[src/core/vrc_pkg.sv]
package vrc_pkg;
  // ==================== clock and timing ====================
  localparam int CLK_MHZ    = 100;
  localparam int INIT_MS    = 60;
  localparam int INIT_CYC   = INIT_MS * CLK_MHZ * 1000;
  localparam int REF_NS     = 15600;
  localparam int REF_CYC    = REF_NS * CLK_MHZ / 1000;
  localparam int TRAS_NS    = 80;
  localparam int TRAS_CYC   = (TRAS_NS * CLK_MHZ + 999) / 1000;
  localparam int TRP_NS     = 60;
  localparam int TRP_CYC    = (TRP_NS * CLK_MHZ + 999) / 1000;
  localparam int XFER_EDGES = 4;
  localparam int ADV_CYC    = TRAS_CYC + TRP_CYC + 8;
  // ==================== widths ====================
  localparam int AW = 9;
  localparam int NB = 4;
  // ==================== programming word fields ====================
  localparam int CFG_RAH_LSB  = 0;
  localparam int CFG_ASC_LSB  = 2;
  localparam int CFG_MODE_BIT = 4;
  localparam int CFG_WAIT_LSB = 5;
  localparam int CFG_BANK_LSB = 0;
  localparam logic [1:0] BANKS_1 = 2'h0;
  localparam logic [1:0] BANKS_2 = 2'h1;
  typedef struct packed {
    logic [1:0] rah;
    logic [1:0] asc;
    logic       mode1;
    logic [1:0] wait_st;
    logic [1:0] bank_mode;
  } vrc_cfg_s;
  localparam vrc_cfg_s CFG_RESET = '0;
  typedef enum logic [1:0] {OP_PROG = 2'h0, OP_PROG_ACC = 2'h1, OP_ACCESS = 2'h2, OP_XFER = 2'h3} vrc_op_e;

  // ==================== bank to row strobe mapping ====================
  function automatic logic [NB-1:0] vrc_ras_sel(input logic [1:0] bm, input logic [1:0] b);
    case (bm)
      BANKS_1: return 4'hF;
      BANKS_2: return b[0] ? 4'hC : 4'h3;
      default: return 4'h1 << b;
    endcase
  endfunction
endpackage

[src/core/vrc_if.sv]
`timescale 1ns/1ps
interface vrc_if;
  import vrc_pkg::*;
  logic          mode_load_n;
  logic          chip_select_n;
  logic          addr_latch_strobe;
  logic          addr_strobe_async_n;
  logic          access_request_n;
  logic [1:0]    bank;
  logic [AW-1:0] row;
  logic [AW-1:0] col;
  logic [1:0]    byte_cas_enable_n;
  logic          shift_load_request_adv;
  logic          shift_load_n;
  logic          transfer_ack_n;
  modport dev (
    input  mode_load_n, chip_select_n, addr_latch_strobe, addr_strobe_async_n, access_request_n,
    input  bank, row, col, byte_cas_enable_n, shift_load_request_adv, shift_load_n,
    output transfer_ack_n
  );
  modport host (
    output mode_load_n, chip_select_n, addr_latch_strobe, addr_strobe_async_n, access_request_n,
    output bank, row, col, byte_cas_enable_n, shift_load_request_adv, shift_load_n,
    input  transfer_ack_n
  );
endinterface

[src/core/vrc_device.sv]
`timescale 1ns/1ps
module vrc_device
  import vrc_pkg::*;
#(
  parameter int INIT_CYCLES = INIT_CYC
)(
  // clock and reset
  input  wire logic          MCLK,
  input  wire logic          SRST,
  // host link
  vrc_if.dev                 LINK,
  // memory array
  output logic [NB-1:0]      RAS_N,
  output logic [NB-1:0]      CAS_N,
  output logic [AW-1:0]      VADDR,
  output logic               TRANSFER_OUTPUT_ENABLE_N,
  // status
  output logic               PROGRAMMED,
  output logic               INIT_BUSY
);
  typedef enum logic [4:0] {
    ST_IDLE = 5'b00001,
    ST_REF  = 5'b00010,
    ST_ROW  = 5'b00100,
    ST_COL  = 5'b01000,
    ST_CAS  = 5'b10000
  } vrc_dst_e;

  typedef struct packed {
    vrc_dst_e      st;
    vrc_cfg_s      cfg;
    vrc_cfg_s      shadow;
    logic          prog;
    logic          ml_q;
    logic [22:0]   init_cnt;
    logic [10:0]   ref_cnt;
    logic          ref_pend;
    logic          lat;
    logic [1:0]    bank;
    logic [AW-1:0] row;
    logic [AW-1:0] col;
    logic [NB-1:0] ras;
    logic [NB-1:0] cas;
    logic [AW-1:0] vaddr;
    logic [3:0]    cnt;
    logic [1:0]    wcnt;
    logic          pacc;
    logic [2:0]    xcnt;
  } vrc_dev_s;

  vrc_dev_s      q;
  vrc_dev_s      next_q;
  vrc_cfg_s      pin_cfg;
  logic [NB-1:0] sel;
  logic [NB-1:0] pre_ok;
  logic [NB-1:0] pre_start;
  logic          init_busy;
  logic          start_req;
  logic          can_go;
  logic          tick;
  logic          grant;
  logic          fast;

  // ==================== per-bank precharge ====================
  // banks are timed apart so in bank modes 1 and 2 interleaved accesses do not wait on each other
  genvar gi;
  generate
    for (gi = 0; gi < NB; gi++) begin : g_pre
      vrc_precharge u_pre (
        .clk   (MCLK),
        .rst   (SRST),
        .start (pre_start[gi]),
        .ready (pre_ok[gi])
      );
    end
  endgenerate

  assign pre_start = q.ras & ~next_q.ras;
  assign init_busy = (q.init_cnt != 23'h0);

  // ==================== next state ====================
  always_comb begin
    next_q = q;
    grant  = 1'b0;
    fast   = 1'b0;
    tick   = 1'b0;
    pin_cfg.rah       = LINK.row[CFG_RAH_LSB +: 2];
    pin_cfg.asc       = LINK.row[CFG_ASC_LSB +: 2];
    pin_cfg.mode1     = LINK.row[CFG_MODE_BIT];
    pin_cfg.wait_st   = LINK.row[CFG_WAIT_LSB +: 2];
    pin_cfg.bank_mode = LINK.col[CFG_BANK_LSB +: 2];
    sel = vrc_ras_sel(q.cfg.bank_mode, q.lat ? q.bank : LINK.bank);
    start_req = q.lat | (q.cfg.mode1 & ~LINK.chip_select_n & ~LINK.addr_strobe_async_n & LINK.mode_load_n);
    // refresh, init, a pending transfer and a busy bank all hold the access off
    can_go = q.prog & ~init_busy & ~q.ref_pend & ~LINK.shift_load_request_adv
           & ((pre_ok & sel) == sel);

    // programming
    next_q.ml_q = LINK.mode_load_n;
    if (!LINK.mode_load_n) begin
      next_q.shadow = pin_cfg;
    end
    if (LINK.mode_load_n && !q.ml_q) begin
      next_q.cfg      = q.shadow;
      next_q.prog     = 1'b1;
      next_q.init_cnt = 23'(INIT_CYCLES);
    end else if (init_busy) begin
      next_q.init_cnt = q.init_cnt - 23'h1;
    end
    if (!LINK.mode_load_n && !LINK.chip_select_n && !LINK.access_request_n && !q.pacc) begin
      next_q.pacc        = 1'b1;
      next_q.cfg.wait_st = pin_cfg.wait_st;
      next_q.wcnt        = pin_cfg.wait_st;
    end else if (q.pacc && LINK.access_request_n) begin
      next_q.pacc = 1'b0;
    end
    if (q.wcnt != 2'h0) begin
      next_q.wcnt = q.wcnt - 2'h1;
    end

    // refresh request clock
    if (q.prog) begin
      if (q.ref_cnt == 11'h0) begin
        next_q.ref_cnt = 11'(REF_CYC - 1);
        tick           = 1'b1;
      end else begin
        next_q.ref_cnt = q.ref_cnt - 11'h1;
      end
    end

    // mode 0 address latch
    if (q.prog && LINK.mode_load_n && !q.cfg.mode1 && !LINK.chip_select_n && LINK.addr_latch_strobe) begin
      next_q.lat  = 1'b1;
      next_q.bank = LINK.bank;
      next_q.row  = LINK.row;
      next_q.col  = LINK.col;
    end

    unique case (q.st)
      ST_IDLE: begin
        next_q.vaddr = q.lat ? q.row : LINK.row;
        if (q.prog && q.ref_pend && !LINK.shift_load_request_adv && (&pre_ok)) begin
          grant        = 1'b1;
          next_q.st    = ST_REF;
          next_q.ras   = 4'hF;
          next_q.cnt   = 4'(TRAS_CYC - 1);
        end else if (start_req && can_go) begin
          fast        = ~q.lat;
          next_q.st   = ST_ROW;
          next_q.ras  = sel;
          next_q.cnt  = {2'h0, q.cfg.rah};
          next_q.wcnt = q.cfg.wait_st;
          next_q.lat  = 1'b0;
          if (!q.lat) begin
            next_q.col = LINK.col;
          end
        end
      end
      ST_REF: begin
        if (q.cnt == 4'h0) begin
          next_q.st  = ST_IDLE;
          next_q.ras = 4'h0;
        end else begin
          next_q.cnt = q.cnt - 4'h1;
        end
      end
      ST_ROW: begin
        if (q.cnt == 4'h0) begin
          next_q.st    = ST_COL;
          next_q.vaddr = q.col;
          next_q.cnt   = {2'h0, q.cfg.asc};
        end else begin
          next_q.cnt = q.cnt - 4'h1;
        end
      end
      ST_COL: begin
        if (q.cnt == 4'h0) begin
          next_q.st  = ST_CAS;
          next_q.cas = {{2{~LINK.byte_cas_enable_n[1]}}, {2{~LINK.byte_cas_enable_n[0]}}};
        end else begin
          next_q.cnt = q.cnt - 4'h1;
        end
      end
      ST_CAS: begin
        next_q.cas = {{2{~LINK.byte_cas_enable_n[1]}}, {2{~LINK.byte_cas_enable_n[0]}}};
        if (LINK.access_request_n) begin
          next_q.st  = ST_IDLE;
          next_q.ras = 4'h0;
          next_q.cas = 4'h0;
        end
      end
      default: begin
        next_q.st  = ST_IDLE;
        next_q.ras = 4'h0;
        next_q.cas = 4'h0;
      end
    endcase

    // a new tick beats the grant that clears the request
    next_q.ref_pend = tick | init_busy | (q.ref_pend & ~grant);

    // transfer cycle edge counter
    if (LINK.shift_load_n) begin
      next_q.xcnt = 3'h0;
    end else if (q.xcnt != 3'(XFER_EDGES)) begin
      next_q.xcnt = q.xcnt + 3'h1;
    end
  end

  always_ff @(posedge MCLK) begin
    if (SRST) begin
      q          <= '0;
      q.st       <= ST_IDLE;
      q.cfg      <= CFG_RESET;
      q.shadow   <= CFG_RESET;
      q.ml_q     <= 1'b1;
    end else begin
      q <= next_q;
    end
  end

  // ==================== outputs ====================
  // the mode 1 strobe bypasses the flop so it follows the pin in the same cycle
  assign RAS_N = ~(q.ras | (fast ? sel : 4'h0));
  assign CAS_N = ~q.cas;
  assign VADDR = q.vaddr;
  assign TRANSFER_OUTPUT_ENABLE_N = LINK.shift_load_n | (q.xcnt == 3'(XFER_EDGES));
  assign LINK.transfer_ack_n = ~(((q.st == ST_CAS) | q.pacc) & (q.wcnt == 2'h0));
  assign PROGRAMMED = q.prog;
  assign INIT_BUSY  = init_busy;
endmodule

[src/core/vrc_precharge.sv]
`timescale 1ns/1ps
module vrc_precharge
  import vrc_pkg::*;
(
  // clock and reset
  input  wire logic clk,
  input  wire logic rst,
  // strobe release and status
  input  wire logic start,
  output logic      ready
);
  typedef struct packed {
    logic [3:0] cnt;
  } vrc_pc_s;
  vrc_pc_s q;
  vrc_pc_s next_q;

  always_comb begin
    next_q = q;
    if (start) begin
      next_q.cnt = 4'(TRP_CYC);
    end else if (q.cnt != 4'h0) begin
      next_q.cnt = q.cnt - 4'h1;
    end
  end

  always_ff @(posedge clk) begin
    if (rst) begin
      q <= '0;
    end else begin
      q <= next_q;
    end
  end

  assign ready = (q.cnt == 4'h0);
endmodule

[src/flat_wrapper.sv]
// flat-port wrapper written by rule: the top's interface ports become plain ports
module vrc_device_flat import vrc_pkg::*;
#(
  parameter int INIT_CYCLES = INIT_CYC
)
  (MCLK, SRST, RAS_N, CAS_N, VADDR, TRANSFER_OUTPUT_ENABLE_N, PROGRAMMED, INIT_BUSY, LINK_mode_load_n, LINK_chip_select_n, LINK_addr_latch_strobe, LINK_addr_strobe_async_n, LINK_access_request_n, LINK_bank, LINK_row, LINK_col, LINK_byte_cas_enable_n, LINK_shift_load_request_adv, LINK_shift_load_n, LINK_transfer_ack_n);
  vrc_if LINK_i ();
  input  wire logic MCLK;
  input  wire logic SRST;
  output logic [NB-1:0] RAS_N;
  output logic [NB-1:0] CAS_N;
  output logic [AW-1:0] VADDR;
  output logic TRANSFER_OUTPUT_ENABLE_N;
  output logic PROGRAMMED;
  output logic INIT_BUSY;
  input wire logic [$bits(LINK_i.mode_load_n)-1:0] LINK_mode_load_n;
  input wire logic [$bits(LINK_i.chip_select_n)-1:0] LINK_chip_select_n;
  input wire logic [$bits(LINK_i.addr_latch_strobe)-1:0] LINK_addr_latch_strobe;
  input wire logic [$bits(LINK_i.addr_strobe_async_n)-1:0] LINK_addr_strobe_async_n;
  input wire logic [$bits(LINK_i.access_request_n)-1:0] LINK_access_request_n;
  input wire logic [$bits(LINK_i.bank)-1:0] LINK_bank;
  input wire logic [$bits(LINK_i.row)-1:0] LINK_row;
  input wire logic [$bits(LINK_i.col)-1:0] LINK_col;
  input wire logic [$bits(LINK_i.byte_cas_enable_n)-1:0] LINK_byte_cas_enable_n;
  input wire logic [$bits(LINK_i.shift_load_request_adv)-1:0] LINK_shift_load_request_adv;
  input wire logic [$bits(LINK_i.shift_load_n)-1:0] LINK_shift_load_n;
  output wire logic [$bits(LINK_i.transfer_ack_n)-1:0] LINK_transfer_ack_n;
  assign LINK_i.mode_load_n = LINK_mode_load_n;
  assign LINK_i.chip_select_n = LINK_chip_select_n;
  assign LINK_i.addr_latch_strobe = LINK_addr_latch_strobe;
  assign LINK_i.addr_strobe_async_n = LINK_addr_strobe_async_n;
  assign LINK_i.access_request_n = LINK_access_request_n;
  assign LINK_i.bank = LINK_bank;
  assign LINK_i.row = LINK_row;
  assign LINK_i.col = LINK_col;
  assign LINK_i.byte_cas_enable_n = LINK_byte_cas_enable_n;
  assign LINK_i.shift_load_request_adv = LINK_shift_load_request_adv;
  assign LINK_i.shift_load_n = LINK_shift_load_n;
  assign LINK_transfer_ack_n = LINK_i.transfer_ack_n;
  vrc_device #(.INIT_CYCLES(INIT_CYCLES)) u_core (.MCLK(MCLK), .SRST(SRST), .LINK(LINK_i), .RAS_N(RAS_N), .CAS_N(CAS_N), .VADDR(VADDR), .TRANSFER_OUTPUT_ENABLE_N(TRANSFER_OUTPUT_ENABLE_N), .PROGRAMMED(PROGRAMMED), .INIT_BUSY(INIT_BUSY));
endmodule
[config.mk]
export PLATFORM = sky130hd
export DESIGN_NAME = vrc_device_flat
export DESIGN_NICKNAME = d
export VERILOG_FILES = /design/src/core/vrc_pkg.sv /design/src/core/vrc_if.sv /design/src/core/vrc_device.sv /design/src/core/vrc_precharge.sv /design/src/flat_wrapper.sv
export SDC_FILE = /design/constraint.sdc
export NUM_CORES = 1
export LEC_CHECK = 0
export BUFFER_PORTS_ARGS = -buffer_cell sky130_fd_sc_hd__buf_2
export CAP_MARGIN = 20
export CORE_ASPECT_RATIO = 0.75
export CORE_UTILIZATION = 55
export CTS_CLUSTER_DIAMETER = 100
export DETAILED_ROUTE_END_ITERATION = 10
export HOLD_SLACK_MARGIN = 0.02
export PLACE_DENSITY = 0.75
export SETUP_SLACK_MARGIN = 0.1
export SYNTH_ARGS = -nofsm -noshare
export SYNTH_HDL_FRONTEND = slang
export SYNTH_HIERARCHICAL = 1
export SYNTH_SLANG_ARGS = --single-unit
export TNS_END_PERCENT = 20
[constraint.sdc]
create_clock -name MCLK -period 4 [get_ports MCLK]
set_input_delay 0 -clock MCLK [delete_from_list [all_inputs] [get_ports MCLK]]
set_output_delay 0 -clock MCLK [all_outputs]
set_load 0.02 [all_outputs]
==> run metrics, run 1 <==
worst hold slack 0.0471 ns; Cell Chain, Critical Path or4_1, or4_1, nor4_4, nand3_2, nor3_1, a21oi_1, buf_2; setup slack, reg-to-reg 0.53 ns; Antenna Nets Post-Route 0; clk_skew 0.00810 ns; Yosys top cell area share 0.418; register area share after synthesis 0.418; largest family of logic cells by synthesized area simple AND/OR/NAND/NOR gates; GPL Wtd Cong 0.820; Port-buffer cells 51; crit share post-route 0.880; status finished, final reports clean; most frequent cell after synthesis dfxtp_1; Die X 121 um; Post-synth EDFFs 0; initial core utilization 0.566; Max transition margin 0.267; final WL ~13 mm; Max Freq 0.284 GHz; io pins 52; Post-Place Cells 840; CTS-repair resized insts 0; Fin Setup TNS 0 ns; Floorplan Core Area 0.0103 mm2; Post-DP HPWL 9.04 mm; Final Hold Violating Endpoints 0; Layout Cells excl Fill 899; Least-Margin Pin Slew between 1 and 1.5 ns; FFs w/ async S/R, synth 0; drt initial violations 371; die height around 90 um; Max Root-Sink Buffers 2; critical path launch point type flip-flop; CTS tree yes; Syn Inst Count 693; Setup Viol. Count Final 0; Max Slew Vio Count 0; Arr. time, crit path 3.52 ns; P&R area growth vs syn 18.4%; Setup CP Type flip-flop to output pin; adder-cell share of the synthesized area 0.0150; Clock Sinks about 120; average footprint of a synthesized cell 8.44 um2; CP delay by family, top simple AND/OR/NAND/NOR gates; commonest cells in the synthesized netlist dfxtp_1 (122), nor2_1 (86), a21oi_1 (69), nand2_1 (64), mux2i_1 (44); post-CTS repair timing setup buffer count 0; post-synthesis mux area share 0.0830; largest area contributor in the netlist dfxtp_1; layout cell share with drive strength beyond 1 0.145; Synth Area in XOR/XNOR 0.0419; Yosys Warn Count 6; # diodes 0; cell seen most often among critical-path stages or4_1; first-pass detailed-route iteration total 5; Lkg Pwr 2.76 nW; largest net degree at the start of global routing 68; vias in the first global route 4,997; Worst setup EP type output pin; simple-gate share of the synthesized area 0.233; Cell variety after synth 63; Yosys reg bits 122; maximum VDD drop 0.292 mV; Post-Syn Area 0.00585 mm2; cts bufs inserted 17; Largest stage delay, worst path 0.63 ns; RSZ-0062 raised after global routing no; CTS root buf clkbuf_16; antenna violations before repair 0; first-pass GRT wire length 22.6 mm; drt wl/cell between 10 and 15 um; H-tree levels 4; compound-gate portion of the synthesized area 0.158; Clk Latency, worst-skew pair around 0.41 ns; final core utilization 0.670; CTS clk-pin slew, worst paths 0.06 ns; Total GRT Usage 0.256; via/cell ratio 5.80; worst hold path class primary input to flip-flop; pwr dens about 530 mW/mm2; Std-Cell Rows 32; Syn Nets roughly 730; CP bufs+invs 1; fin crit period roughly 3.5 ns; Post-route DRC 0; CP Data Required Time 4.00 ns; Top FF cell, synth dfxtp_1; global route total overflow 0; max cap viols 0; Worst Path Max Fanout 8; top cells by area, synth dfxtp_1 (42%), mux2i_1 (7.5%), a21oi_1 (5.9%), nor2_1 (5.5%), nand2_1 (4.1%); Crit-path slowest cell or4_1; die area approximately 0.011 mm2; Layout Nets 788; Via Count 5,218
[cells in the final DEF (no fill, tap or decap), types with 8 or more instances in the layout]
master,n
nor2b_1,8
o21ai_0,20
clkbuf_16,17
mux2i_1,44
dfxtp_1,122
xnor2_1,20
xor2_1,8
nor4_1,16
nand3_1,11
nor3_1,25
or3_1,9
inv_1,22
nand2_1,64
nor2_1,86
a21oi_1,69
dlygate4sd3_1,26
a211oi_1,16
buf_2,52
[stage by stage]
stage	setup slack, ns	cell area [um2]	total power [W]
2_1_floorplan	1.02	5850	0.00206
3_3_place_gp	0.732	6090	0.00218
3_5_place_dp	0.610	6090	0.00221
4_1_cts	0.505	6920	0.00368
5_1_grt	0.220	6920	0.00383
6_report	0.478	6920	0.00366
[flip-flops by register name, summed over array words and instances, names as in the netlist]
signal                count
u_core/q                 96
u_core/g_pre.u_pre/q     16
u_core/VADDR              9
u_core/PROGRAMMED         1
[cells by family after synthesis]
group / Yosys count
compound gates: 148
mux: 48
buf+inv: 67
simple gates: 273
xor+xnor: 28
flops: 122
fa+ha+maj: 7
[layer usage]
metal  routed length (um)  global-route usage  vias up
li1                     -                   -     2578
met3                  632              0.0459       15
met5                    0                   0        -
met1                 6380               0.334     2472
met2                 6230               0.415      153
met4                  167               0.107        0
[cell type report]
cell class	count	area, um2
multi-input cells	504	3110
repair buffers	83	558
inverters	22	82.6
well taps	136	170
clock inverters	13	121
clock buffers	19	443
flip-flops and latches	122	2440
fillers	814	3410
[repair_timing]
action / CTS / global route
setup endpoints to repair: 0 / 0
hold buffers: 26 / 0
endpoints found under the hold margin: 38 / 0
[where the power goes]
part / total (W) / switching, W / internal, W
sequential: 0.00146 / 0.000117 / 0.00134
clock: 0.00144 / 0.000570 / 0.000873
combinational: 0.000761 / 0.000429 / 0.000332
total: 0.00366 / 0.00112 / 0.00255
[path summary, 6_finish.rpt]
| check | startpoint | endpoint | cells past startpoint |
|---|---|---|---|
| min reg2reg | u_core/q[90] | u_core/q[99] | 2 |
| min | SRST | u_core/q[46] | 2 |
| max | u_core/q[63] | RAS_N[3] | 7 |
| max reg2reg | u_core/q[63] | u_core/g_pre[1].u_pre/q[2] | 8 |
Note: power is estimated with default switching activity, not from simulation.
==> run 2, diff against run 1 <==
==> constraint.sdc (replaced) <==
create_clock -name MCLK -period 4 [get_ports MCLK]
set_input_delay 0.8 -clock MCLK [delete_from_list [all_inputs] [get_ports MCLK]]
set_output_delay 0.8 -clock MCLK [all_outputs]
set_load 0.02 [all_outputs]
==> run metrics, run 2 (same netlist as run 1, synthesis figures left out) <==
placed inst area 0.00615 mm2 (+0.86%); Die X 121 um (unchanged); Max Slew Vio Count 0 (unchanged); setup slack, reg-to-reg 0.77 ns (+0.24 ns); worst hold path class flip-flop to flip-flop; CP delay by family, top simple AND/OR/NAND/NOR gates; Cell Chain, Critical Path or4_1, or4_4, nor4_4, nand3_4, nor3_4, a21oi_1, buf_2; vias in the first global route 4,881 (-2.3%); antenna violations before repair 0 (unchanged); Largest stage delay, worst path 0.63 ns (about the same); die area 0.0111 mm2 (unchanged); CTS clk-pin slew, worst paths 0.06 ns (about the same); Setup CP Type flip-flop to output pin; layout cell share with drive strength beyond 1 0.160 (+0.0147); CP bufs+invs 1 (unchanged); Final Hold Violating Endpoints 0 (unchanged); crit share post-route 0.929 (+0.0490); Antenna Nets Post-Route 0 (unchanged); largest net degree at the start of global routing 50 (-26%); via/cell ratio 5.89 (+1.4%); Port-buffer cells 51 (unchanged); most frequent cells in the layout dfxtp_1 (122), nor2_1 (86), a21oi_1 (69); Max transition margin 0.329 (+0.0615); worst reg2reg startpoint u_core/q[63]; max reg flops 96 (unchanged); clk_skew 0.00898 ns (+0.000881 ns); Worst setup EP type output pin; total power 0.00371 W (+1.3%); critical path launch point type flip-flop; Floorplan Core Area 0.0103 mm2 (unchanged); pwr dens 550 mW/mm2 (+3.9%); Crit-path slowest cell or4_1; global route total overflow 0 (unchanged); Layout Nets 768 (-2.5%); io pins 52 (unchanged); most common cell after layout, fill and taps aside dfxtp_1; initial core utilization 0.566 (unchanged); hold-critical path depth 2 (unchanged); final WL 13.8 mm (+2.5%); status finished, final reports clean; R2R cell count 9 (+1); drt wl/cell 15.7 um (+4.9%); max cap viols 0 (unchanged); H-tree levels 4 (unchanged); worst hold slack 0.455 ns (+0.408 ns); Post-DP HPWL 9.40 mm (+4.0%); first-pass GRT wire length 23.0 mm (+1.7%); cts bufs inserted 17 (unchanged); maximum VDD drop 0.343 mV (+18%); CTS root buf clkbuf_16; Crit Reg-Reg Endpoint u_core/g_pre[1].u_pre/q[2]; Multi-input gate area 0.00313 mm2 (+0.73%); Via Count 5,175 (-0.82%); die height 91.3 um (unchanged); Worst Hold Endpoint u_core/q[95]; Arr. time, crit path 2.92 ns (-0.60 ns); Max Freq 0.269 GHz (-5.3%); fin crit period 3.72 ns (+0.196 ns); total area of sequential cells 0.00244 mm2 (unchanged); Setup Viol. Count Final 0 (unchanged); Clk Latency, worst-skew pair 0.42 ns (about the same); GPL Wtd Cong 0.863 (+5.2%); P&R area growth vs syn 15.3%; Least-Margin Pin Slew 0.998 ns (-0.0913 ns); # diodes 0 (unchanged); RSZ-0062 raised after global routing no; Worst Path Max Fanout 8 (unchanged); Lkg Pwr 2.70 nW (-2.2%); Clock Sinks 122 (unchanged); stages on the worst setup path 7 (unchanged); Worst Hold Launch u_core/q[86]; Biggest register u_core/q; drt initial violations 323 (-13%); CP Data Required Time 3.20 ns (-0.80 ns); first-pass detailed-route iteration total 5 (unchanged); fill count 873 (+7.2%); Std-Cell Rows 32 (unchanged); Fin Setup TNS 0 ns (unchanged); Total GRT Usage 0.263 (+0.00651); design area 0.00675 mm2 (-2.6%); Max Root-Sink Buffers 2 (unchanged); CTS tree yes; Post-route DRC 0 (unchanged)
run 2: how the worst max path moves through the flow:
| stage | startpoint | endpoint | slack (ns) |
|---|---|---|---|
| 6_report | u_core/q[63] | RAS_N[1] | 0.28 |
| 5_1_grt | u_core/q[77] | RAS_N[1] | 0.12 |
| 4_1_cts | u_core/q[63] | RAS_N[2] | 0.14 |
| 3_5_place_dp | u_core/q[63] | RAS_N[2] | 0.33 |
| 3_3_place_gp | u_core/q[63] | RAS_N[2] | 0.45 |
| 2_1_floorplan | u_core/q[68] | RAS_N[0] | 0.62 |
run 2: tightest hold or removal path, delay by kind of cell, from the launching register on:
family	cells	cell delay (ns)
flops	1	0.31
simple gates	1	0.05
compound gates	1	0.05
run 2: layer usage:
metal	vias up	share of wire	wire (um)	track usage
met1	2451	0.46	6350	0.345
li1	2531	-	-	-
met5	-	0	0	0
met2	173	0.46	6370	0.421
met3	20	0.064	876	0.0653
met4	0	0.012	160	0.0854
run 2: stage by stage:
stage | util | cells | worst slack [ns]
CTS | 0.652 | 879 | 0.139
global placement | 0.595 | 847 | 0.453
global route | 0.653 | 879 | 0.121
finish | 0.653 | 879 | 0.282
floorplan | - | 693 | 0.617
detailed placement | 0.595 | 847 | 0.332
run 2: power by group:
part | switching, W | internal, W
combinational | 0.000437 | 0.000327
clock | 0.000572 | 0.000918
sequential | 0.000115 | 0.00134
run 2: layout make-up:
type | count | area share
clock buffer | 18 | 0.0636
clock inverter | 14 | 0.0219
timing repair buffer | 63 | 0.0512
sequential | 122 | 0.362
tap | 136 | 0.0252
inverter | 22 | 0.0122
multi-input combinational | 504 | 0.464
run 2: repair_timing:
| item | in CTS | in global routing |
|---|---|---|
| endpoints found under the setup margin | 4 | 4 |
| resized for setup | 2 | 2 |
| buffers inserted | 0 | 0 |
| hold buffers | 0 | 0 |
| pin swaps | 0 | 1 |
